==> config.mk <==
export PLATFORM = sky130hd
export DESIGN_NAME = adc_result_computation_unit
export DESIGN_NICKNAME = d
export VERILOG_FILES = /design/src/include/adc_comp_pkg.sv /design/src/rtl/adc_result_computation_unit.sv
export SDC_FILE = /design/constraint.sdc
export NUM_CORES = 1
export LEC_CHECK = 0
export BUFFER_PORTS_ARGS = -buffer_cell sky130_fd_sc_hd__buf_4
export CAP_MARGIN = 15
export CELL_PAD_IN_SITES_DETAIL_PLACEMENT = 0
export CELL_PAD_IN_SITES_GLOBAL_PLACEMENT = 1
export CORE_UTILIZATION = 47
export DETAILED_ROUTE_END_ITERATION = 7
export PLACE_DENSITY_LB_ADDON = 0.1
export SKIP_LAST_GASP = 1
export SLEW_MARGIN = 20
export SYNTH_ARGS = -nofsm -noshare
export SYNTH_HDL_FRONTEND = slang
export SYNTH_SLANG_ARGS = --single-unit
==> constraint.sdc <==
create_clock -name i_clock -period 8.2 [get_ports i_clock]
set_input_delay 1.23 -clock i_clock [delete_from_list [all_inputs] [get_ports i_clock]]
set_output_delay 1.23 -clock i_clock [all_outputs]
set_load 0.02 [all_outputs]
==> src/include/adc_comp_pkg.sv <==
// Package for the post-conversion computation unit.
// Holds register map, field positions, widths, modes and the state carrier.
// Assumes a 10 MHz single clock domain and a plain one-cycle register port.
package adc_comp_pkg;

    // ==========================================================
    // Widths
    localparam int RES_W = 12;
    localparam int ACC_W = 18;
    localparam int SUM_W = ACC_W + 2;
    localparam int TALLY_W = 8;
    localparam int SHIFT_W = 3;
    localparam int THR_W = 16;
    localparam int ADDR_W = 4;
    localparam int DATA_W = 32;

    // ==========================================================
    // Register indices on the register port
    localparam logic [ADDR_W-1:0] REG_CTRL = 4'h0;
    localparam logic [ADDR_W-1:0] REG_REPEAT = 4'h1;
    localparam logic [ADDR_W-1:0] REG_STATUS = 4'h2;
    localparam logic [ADDR_W-1:0] REG_RESULT = 4'h3;
    localparam logic [ADDR_W-1:0] REG_PRIOR = 4'h4;
    localparam logic [ADDR_W-1:0] REG_ACC = 4'h5;
    localparam logic [ADDR_W-1:0] REG_TALLY = 4'h6;
    localparam logic [ADDR_W-1:0] REG_FILTER = 4'h7;
    localparam logic [ADDR_W-1:0] REG_THRESH = 4'h8;

    // ==========================================================
    // Field positions
    localparam int CTRL_ON_BIT = 0;
    localparam int CTRL_GO_BIT = 1;
    localparam int CTRL_CONT_BIT = 2;
    localparam int CTRL_DOUBLE_BIT = 3;
    localparam int CTRL_CLEAR_BIT = 4;
    localparam int CTRL_STOP_BIT = 5;
    localparam int CTRL_MODE_LSB = 8;
    localparam int CTRL_SHIFT_LSB = 12;
    localparam int STAT_DONE_BIT = 0;
    localparam int STAT_THR_BIT = 1;
    localparam int STAT_OVF_BIT = 2;

    // ==========================================================
    // Limits and reset values
    localparam logic [TALLY_W-1:0] TALLY_MAX = 8'hFF;
    localparam logic signed [SUM_W-1:0] ACC_MAX = 20'sh3FFFF;
    localparam logic [TALLY_W-1:0] REPEAT_RESET = 8'h00;
    localparam logic [THR_W-1:0] THRESH_RESET = 16'h0000;

    // ==========================================================
    // Types
    typedef enum logic [2:0] {
        MODE_BASIC,
        MODE_ACCUM,
        MODE_AVERAGE,
        MODE_BURST,
        MODE_LOWPASS
    } computation_mode_select_e;

    typedef enum logic [1:0] {
        PH_IDLE,
        PH_CONVERT,
        PH_COMPUTE
    } phase_e;

    typedef struct packed {
        logic rd;
        logic wr;
        logic [ADDR_W-1:0] addr;
        logic [DATA_W-1:0] wdata;
    } bus_req_s;

    typedef struct packed {
        phase_e phase;
        logic on;
        logic go;
        logic cont;
        logic double_sample_enable;
        logic accumulator_clear_cmd;
        logic stop_on_hit;
        logic [2:0] mode;
        logic [SHIFT_W-1:0] shift_amount;
        logic [TALLY_W-1:0] repeat_target;
        logic signed [THR_W-1:0] threshold_level;
        logic conversion_done_flag;
        logic threshold_irq_flag;
        logic accumulator_overflow_flag;
        logic [RES_W-1:0] result_word;
        logic [RES_W-1:0] prior_result_word;
        logic [ACC_W-1:0] accumulator_value;
        logic [TALLY_W-1:0] sample_tally;
        logic [ACC_W-1:0] filter_output;
        logic pair_second;
        logic burst_inner;
        logic trig_prev;
        logic conv_start;
        logic [DATA_W-1:0] rdata;
    } unit_state_s;

endpackage : adc_comp_pkg

==> src/rtl/adc_result_computation_unit.sv <==
// Post-conversion computation unit: accumulator, tally, filter and flags.
// Assumes a converter core that takes o_conv_start and answers with a one-cycle
// i_conv_done beside i_conv_data; all inputs except the asynchronous i_rst_n synchronous to i_clock.
//
// Summary of operation
// Software sets clock, reference, channel and timing before turning the unit on.
// Software clears done flag and enables interrupts before start, clears after read.
// With nonzero acquisition count, software waits acquisition time before go.
// After a channel change, a full acquisition period passes before conversion.
// Go starts conversion; completion clears go and raises the done flag.
// Mode field picks basic, accumulate, average, burst average or low-pass.
// Computation results decide between further samples or stop, and set flags.
// Basic mode converts singles or pairs and leaves accumulator and tally alone.
// Basic mode sets done after each conversion and tests every sample.
// Basic and accumulate modes set threshold flag whenever the test holds.
// Accumulate adds sample or difference, tally increments and saturates at FF.
// Average tests at repeat target and clears on the following trigger.
// Burst clears at trigger, retriggers below target, tests at target.
// Low-pass: accumulator becomes sample plus accumulator minus shifted accumulator.
// Low-pass tests first at repeat target, then on every later trigger.
// Sample is current result, or current minus previous with double sampling.
// Clear command empties accumulator, overflow and tally, then drops itself.
// Overflow flag sets when the sum passes the 18-bit maximum.
// Filter output takes accumulator shifted right by shift amount after updates.
// Only burst mode restarts by itself; otherwise software, trigger or continuous.
//
// Strobed register access and the register offsets were left to the implementer.
`timescale 1ns/1ps

module adc_result_computation_unit
    import adc_comp_pkg::*;
(
    input wire logic i_clock,
    input wire logic i_rst_n,
    input wire bus_req_s i_bus,
    input wire logic i_ext_trig,
    input wire logic i_conv_done,
    input wire logic [RES_W-1:0] i_conv_data,
    output logic [DATA_W-1:0] o_rdata,
    output logic o_conv_start,
    output logic o_done_flag,
    output logic o_thresh_flag,
    output logic o_go
);

    unit_state_s s_q;
    unit_state_s s_d;

    logic signed [RES_W+1:0] sample_v;
    logic signed [SUM_W-1:0] sum_v;
    logic signed [SUM_W-1:0] value_v;
    logic [ACC_W-1:0] acc_new;
    logic [ACC_W-1:0] filt_new;
    logic [TALLY_W-1:0] tally_new;
    logic ovf_new;
    logic test_en;
    logic hit;
    logic retrig;
    logic accumulating;

    function automatic logic [ACC_W-1:0] scale(input logic [ACC_W-1:0] acc,
                                               input logic [SHIFT_W-1:0] sh);
        scale = acc >> sh;
    endfunction : scale

    // ==========================================================
    // Next state
    always_comb begin
        s_d = s_q;
        s_d.conv_start = 1'b0;
        s_d.rdata = '0;
        s_d.trig_prev = i_ext_trig;
        // Differential pair yields second minus first
        if (s_q.double_sample_enable) begin
            sample_v = $signed({2'b00, s_q.result_word}) - $signed({2'b00, s_q.prior_result_word});
        end else begin
            sample_v = $signed({2'b00, s_q.result_word});
        end
        if (s_q.mode == MODE_LOWPASS) begin
            sum_v = $signed({2'b00, s_q.accumulator_value})
                  - $signed({2'b00, scale(s_q.accumulator_value, s_q.shift_amount)})
                  + SUM_W'(sample_v);
        end else begin
            sum_v = $signed({2'b00, s_q.accumulator_value}) + SUM_W'(sample_v);
        end
        ovf_new = sum_v > ACC_MAX;
        acc_new = sum_v[ACC_W-1:0];
        filt_new = scale(acc_new, s_q.shift_amount);
        // Tally saturates rather than wrapping so a long run still reads as full
        tally_new = (s_q.sample_tally == TALLY_MAX) ? s_q.sample_tally
                                                    : s_q.sample_tally + 8'h01;
        accumulating = s_q.mode inside {MODE_ACCUM, MODE_AVERAGE, MODE_BURST, MODE_LOWPASS};
        test_en = 1'b0;
        value_v = SUM_W'(sample_v);
        hit = 1'b0;
        retrig = 1'b0;

        // Register writes; hardware updates below win over software clears
        if (i_bus.wr) begin
            if (i_bus.addr == REG_CTRL) begin
                s_d.on = i_bus.wdata[CTRL_ON_BIT];
                s_d.cont = i_bus.wdata[CTRL_CONT_BIT];
                s_d.double_sample_enable = i_bus.wdata[CTRL_DOUBLE_BIT];
                s_d.stop_on_hit = i_bus.wdata[CTRL_STOP_BIT];
                s_d.mode = i_bus.wdata[CTRL_MODE_LSB +: 3];
                s_d.shift_amount = i_bus.wdata[CTRL_SHIFT_LSB +: SHIFT_W];
                if (i_bus.wdata[CTRL_GO_BIT] && s_q.on) begin
                    s_d.go = 1'b1;
                end
                if (i_bus.wdata[CTRL_CLEAR_BIT]) begin
                    s_d.accumulator_clear_cmd = 1'b1;
                end
            end else if (i_bus.addr == REG_REPEAT) begin
                s_d.repeat_target = i_bus.wdata[TALLY_W-1:0];
            end else if (i_bus.addr == REG_STATUS) begin
                if (i_bus.wdata[STAT_DONE_BIT]) begin
                    s_d.conversion_done_flag = 1'b0;
                end
                if (i_bus.wdata[STAT_THR_BIT]) begin
                    s_d.threshold_irq_flag = 1'b0;
                end
            end else if (i_bus.addr == REG_THRESH) begin
                s_d.threshold_level = i_bus.wdata[THR_W-1:0];
            end
        end
        if (s_q.on && i_ext_trig && !s_q.trig_prev) begin
            s_d.go = 1'b1;
        end

        case (s_q.phase)
            PH_IDLE: begin
                if (s_q.go && s_q.on) begin
                    s_d.phase = PH_CONVERT;
                    s_d.conv_start = 1'b1;
                    s_d.pair_second = 1'b0;
                    s_d.burst_inner = 1'b0;
                    if ((s_q.mode == MODE_AVERAGE && s_q.sample_tally >= s_q.repeat_target)
                        || (s_q.mode == MODE_BURST && !s_q.burst_inner)) begin
                        s_d.accumulator_value = '0;
                        s_d.sample_tally = '0;
                    end
                end
            end
            PH_CONVERT: begin
                if (!s_q.on) begin
                    s_d.phase = PH_IDLE;
                    s_d.go = 1'b0;
                end else if (i_conv_done) begin
                    s_d.prior_result_word = s_q.result_word;
                    s_d.result_word = i_conv_data;
                    s_d.conversion_done_flag = 1'b1;
                    if (s_q.double_sample_enable && !s_q.pair_second) begin
                        s_d.pair_second = 1'b1;
                        s_d.conv_start = 1'b1;
                    end else begin
                        s_d.phase = PH_COMPUTE;
                    end
                end
            end
            PH_COMPUTE: begin
                if (accumulating) begin
                    s_d.accumulator_value = acc_new;
                    s_d.sample_tally = tally_new;
                    s_d.filter_output = filt_new;
                    if (ovf_new) begin
                        s_d.accumulator_overflow_flag = 1'b1;
                    end
                    value_v = $signed({2'b00, filt_new});
                    test_en = (s_q.mode == MODE_ACCUM) || (tally_new >= s_q.repeat_target);
                end else begin
                    test_en = 1'b1;
                end
                hit = test_en && ((accumulating && (ovf_new || s_q.accumulator_overflow_flag))
                                  || value_v >= SUM_W'(s_q.threshold_level));
                if (hit) begin
                    s_d.threshold_irq_flag = 1'b1;
                end
                if (s_q.mode == MODE_BURST && tally_new < s_q.repeat_target) begin
                    retrig = 1'b1;
                    s_d.burst_inner = 1'b1;
                end else if (s_q.cont && !(s_q.stop_on_hit && hit)) begin
                    retrig = 1'b1;
                end
                s_d.go = retrig;
                s_d.phase = PH_IDLE;
            end
            default: begin
                s_d.phase = PH_IDLE;
            end
        endcase

        // Clearing finishes in one cycle, so the command drops right after it
        if (s_q.accumulator_clear_cmd) begin
            s_d.accumulator_value = '0;
            s_d.sample_tally = '0;
            s_d.accumulator_overflow_flag = 1'b0;
            s_d.accumulator_clear_cmd = 1'b0;
        end

        if (i_bus.rd) begin
            if (i_bus.addr == REG_CTRL) begin
                s_d.rdata[CTRL_ON_BIT] = s_q.on;
                s_d.rdata[CTRL_GO_BIT] = s_q.go;
                s_d.rdata[CTRL_CONT_BIT] = s_q.cont;
                s_d.rdata[CTRL_DOUBLE_BIT] = s_q.double_sample_enable;
                s_d.rdata[CTRL_CLEAR_BIT] = s_q.accumulator_clear_cmd;
                s_d.rdata[CTRL_STOP_BIT] = s_q.stop_on_hit;
                s_d.rdata[CTRL_MODE_LSB +: 3] = s_q.mode;
                s_d.rdata[CTRL_SHIFT_LSB +: SHIFT_W] = s_q.shift_amount;
            end else if (i_bus.addr == REG_REPEAT) begin
                s_d.rdata[TALLY_W-1:0] = s_q.repeat_target;
            end else if (i_bus.addr == REG_STATUS) begin
                s_d.rdata[STAT_DONE_BIT] = s_q.conversion_done_flag;
                s_d.rdata[STAT_THR_BIT] = s_q.threshold_irq_flag;
                s_d.rdata[STAT_OVF_BIT] = s_q.accumulator_overflow_flag;
            end else if (i_bus.addr == REG_RESULT) begin
                s_d.rdata[RES_W-1:0] = s_q.result_word;
            end else if (i_bus.addr == REG_PRIOR) begin
                s_d.rdata[RES_W-1:0] = s_q.prior_result_word;
            end else if (i_bus.addr == REG_ACC) begin
                s_d.rdata[ACC_W-1:0] = s_q.accumulator_value;
            end else if (i_bus.addr == REG_TALLY) begin
                s_d.rdata[TALLY_W-1:0] = s_q.sample_tally;
            end else if (i_bus.addr == REG_FILTER) begin
                s_d.rdata[ACC_W-1:0] = s_q.filter_output;
            end else if (i_bus.addr == REG_THRESH) begin
                s_d.rdata[THR_W-1:0] = s_q.threshold_level;
            end
        end
    end

    // ==========================================================
    // State register
    always_ff @(posedge i_clock or negedge i_rst_n) begin
        if (!i_rst_n) begin
            s_q <= '{phase: PH_IDLE, mode: 3'h0, shift_amount: 3'h0,
                     repeat_target: REPEAT_RESET, threshold_level: THRESH_RESET,
                     default: '0};
        end else begin
            s_q <= s_d;
        end
    end

    assign o_rdata = s_q.rdata;
    assign o_conv_start = s_q.conv_start;
    assign o_done_flag = s_q.conversion_done_flag;
    assign o_thresh_flag = s_q.threshold_irq_flag;
    assign o_go = s_q.go;
endmodule : adc_result_computation_unit

==> flow_summary_export.csv <==
group,metric,value,unit
clocking,h-tree-depth,4,
sta,skew,0.00785,ns
setup_path,path_class,"reg -> reg",
synthesis,synth-async-reset-ratio,100,%
drt,vias,9511,
sta,tightest_slew,1.09,ns
die,io_pins,90,
clocking,cts.sinks,131,
die,die_w,155,µm
clocking,cts_root_buf,"clkbuf_16",
synthesis,synth_ff_type,"dfrtp_1",
setup_path,r2r_setup_slack,0.68,ns
global_route,grt_overflow,0,
synthesis,yosysWarningCount,0,
final_layout,fin_nets,1446,
clocking,hold_buffers,0,
final_layout,final_cell_mix,"nand2_1, dfrtp_1, o21ai_0",
synthesis,synth-edff-count,0,
synthesis,synth_seq_area_share,29.6,%
synthesis,synth_cell_types,72,
placement,portBuffers,59,
setup_path,critPathMaxStageDelay,0.59,ns
global_route,antenna_found_initial,0,
die,num_rows,55,
die,design.die.area,0.0242,mm²
sta,setup-tns-final,0,ns
synthesis,synth-seq-cells,131,
die,start_util,48.5,%
global_route,grt_pass1_wl,52800,µm
clocking,cts_resized,0,
final_layout,final_common_cell,"nand2_1",
synthesis,synth_area_per_cell,8.59,µm²
setup_path,cp_data_arrival_time,7.84,ns
outcome,status,"finished, final reports clean",
sta,max_freq,133,MHz
global_route,grt_max_degree,73,
final_layout,post_route_cells_drive_above_1_share,16.2,%
clocking,clkTransAtPathRegs,0.06,ns
synthesis,synth_area,0.0111,mm²
power,power_per_cell_area,351,mW/mm²
setup_path,end_kind,"register",
clocking,clockBufferDepth,2,
die,core-area,0.0228,mm²
drt,wirelength,33700,µm
drt,via_per_inst,5.85,
run,maxCapViolCount,0,
clocking,postCtsSetupRepairBufs,0,
power,total_power,4.30,mW
setup_path,critPathMostFrequentCell,"o21ai_0",
sta,finalHoldViolCount,0,
drt,avgRoutedWirePerCell,20.8,µm
global_route,grt_pass1_vias,9436,
setup_path,cp-start-kind,"register",
power,cellLeakagePower,5.56,nW
clocking,cts_buffers,17,
setup_path,crit_fanout,27,
sta,final_max_slew_viol_count,0,
setup_path,cp_num_buf_inv,1,
sta,rsz0062_at_grt,"no",
placement,place_congestion,0.942,
sta,layout_min_cycle_time,7.52,ns
clocking,cts_tree,"built",
placement,post-dp-hpwl,25800,µm
sta,min_period_over_period,91.7,%
clocking,clock_latency,0.43,ns
final_layout,antennaDiodeCount,0,
final_layout,area_growth,10.7,%
setup_path,required,8.52,ns
setup_path,crit_slowest_cell,"mux4_2",
drt,ant_nets,0,
drt,drtIter0Drc,590,
min_path,hold_class,"reg -> reg",
sta,slew_headroom,27.3,%
drt,drcViolationCount,0,
global_route,gr-usage-all-layers,28.9,%
die,dieHeight,155,µm
setup_path,cp_top_family,"compound AO/OA/AOI/OAI gates",
sta,finalSetupViolations,0,
synthesis,synth_cells,1289,
power,peakVddDrop,0.189,mV
drt,dr.pass1.iters,4,
## routing by layer
| layer | vias to the layer above | global-route usage [%] | wire length (µm) |
|---|---|---|---|
| li1 | 4643 | - | - |
| met1 | 4600 | 36.9 | 15100 |
| met2 | 219 | 49.2 | 16300 |
| met3 | 49 | 4.01 | 1310 |
| met4 | 0 | 11.9 | 1010 |
| met5 | - | 0 | 0 |
## cell type report
cell class | count | area, µm²
multi-input cells | 1013 | 7130
fillers | 2211 | 10600
clock inverters | 14 | 225
well taps | 313 | 392
inverters | 61 | 233
repair buffers | 75 | 567
flip-flops and latches | 131 | 3280
clock buffers | 18 | 429
## stage by stage
step / instances / area, µm² / util (%) / worst slack, ns / hold slack [ns]
floorplan: 1302 / 11100 / - / 0.719 / 0.437
global placement: 1593 / 11600 / 50.7 / 0.566 / 0.453
detailed placement: 1593 / 11600 / 50.8 / 0.555 / 0.462
CTS: 1625 / 12200 / 53.6 / 0.529 / 0.475
global route: 1625 / 12300 / 53.6 / 0.0216 / 0.521
finish: 1625 / 12300 / 53.6 / 0.680 / 0.472
## registers in the layout, indices dropped and copies added (netlist names)
signal / cells
o_conv_start: 1
o_done_flag: 1
o_go: 1
o_rdata: 18
o_thresh_flag: 1
s_q: 109
## synthesized netlist by cell type (4+ instances only)
library cell	n	share of area, %
nand3_1	22	0.99
a22oi_1	4	0.27
o21ai_0	107	4.8
xnor2_1	22	1.7
nand2b_1	26	1.5
a211oi_1	15	1.0
a21o_1	24	1.6
nor3_1	23	1.0
a222oi_1	4	0.36
buf_1	13	0.44
or3_1	7	0.40
o21a_1	7	0.47
mux2i_1	41	3.7
o31ai_1	15	1.0
mux2_2	73	7.4
mux4_2	8	1.6
and3_1	4	0.23
clkbuf_1	49	1.7
nor2_1	96	3.3
a21oi_1	92	4.2
inv_1	58	2.0
and2_1	7	0.40
a22o_1	20	1.6
dfrtp_1	131	30
a221oi_1	10	0.79
a31oi_1	20	1.1
nand4_1	7	0.40
buf_4	32	2.2
xor2_1	24	1.9
nand2_1	142	4.8
o211ai_1	8	0.54
nor2b_1	18	1.0
a31o_2	4	0.32
ha_1	90	10
## path summary, 6_finish.rpt
path                           from             to  cells after the start
min                         s_q[42]        s_q[42]                      2
min reg2reg                 s_q[42]        s_q[42]                      2
max reg2reg                s_q[131]  o_thresh_flag                     30
min in group asynchronous   i_rst_n        s_q[93]                      1
max                        s_q[131]  o_thresh_flag                     30
max in group asynchronous   i_rst_n       s_q[133]                      2
## cell families after synthesis
kind of cell    synth area share (%)
compound gates                  21.7
simple gates                    15.0
buf+inv                         6.53
flops                           29.6
mux                             12.8
fa+ha+maj                       10.7
xor+xnor                        3.64
other cells                   0.0339
## worst register-to-register path, delay by kind of cell (launching register included)
| family | cells | cell delay, ns |
|---|---|---|
| buffers and inverters | 1 | 0.39 |
| flip-flops | 1 | 0.47 |
| AND/OR/NAND/NOR | 5 | 0.65 |
| multiplexers | 2 | 0.83 |
| XOR/XNOR | 1 | 0.15 |
| adder cells (fa/ha/maj) | 3 | 1.09 |
| AO/OA/AOI/OAI | 18 | 3.86 |
## where the power goes
part           internal (mW)  switching, mW  leakage [nW]
logic                   1.02           1.50          3.51
registers              0.768          0.145          1.75
clock network          0.544          0.318         0.308
(Power assumes the default switching activity.)
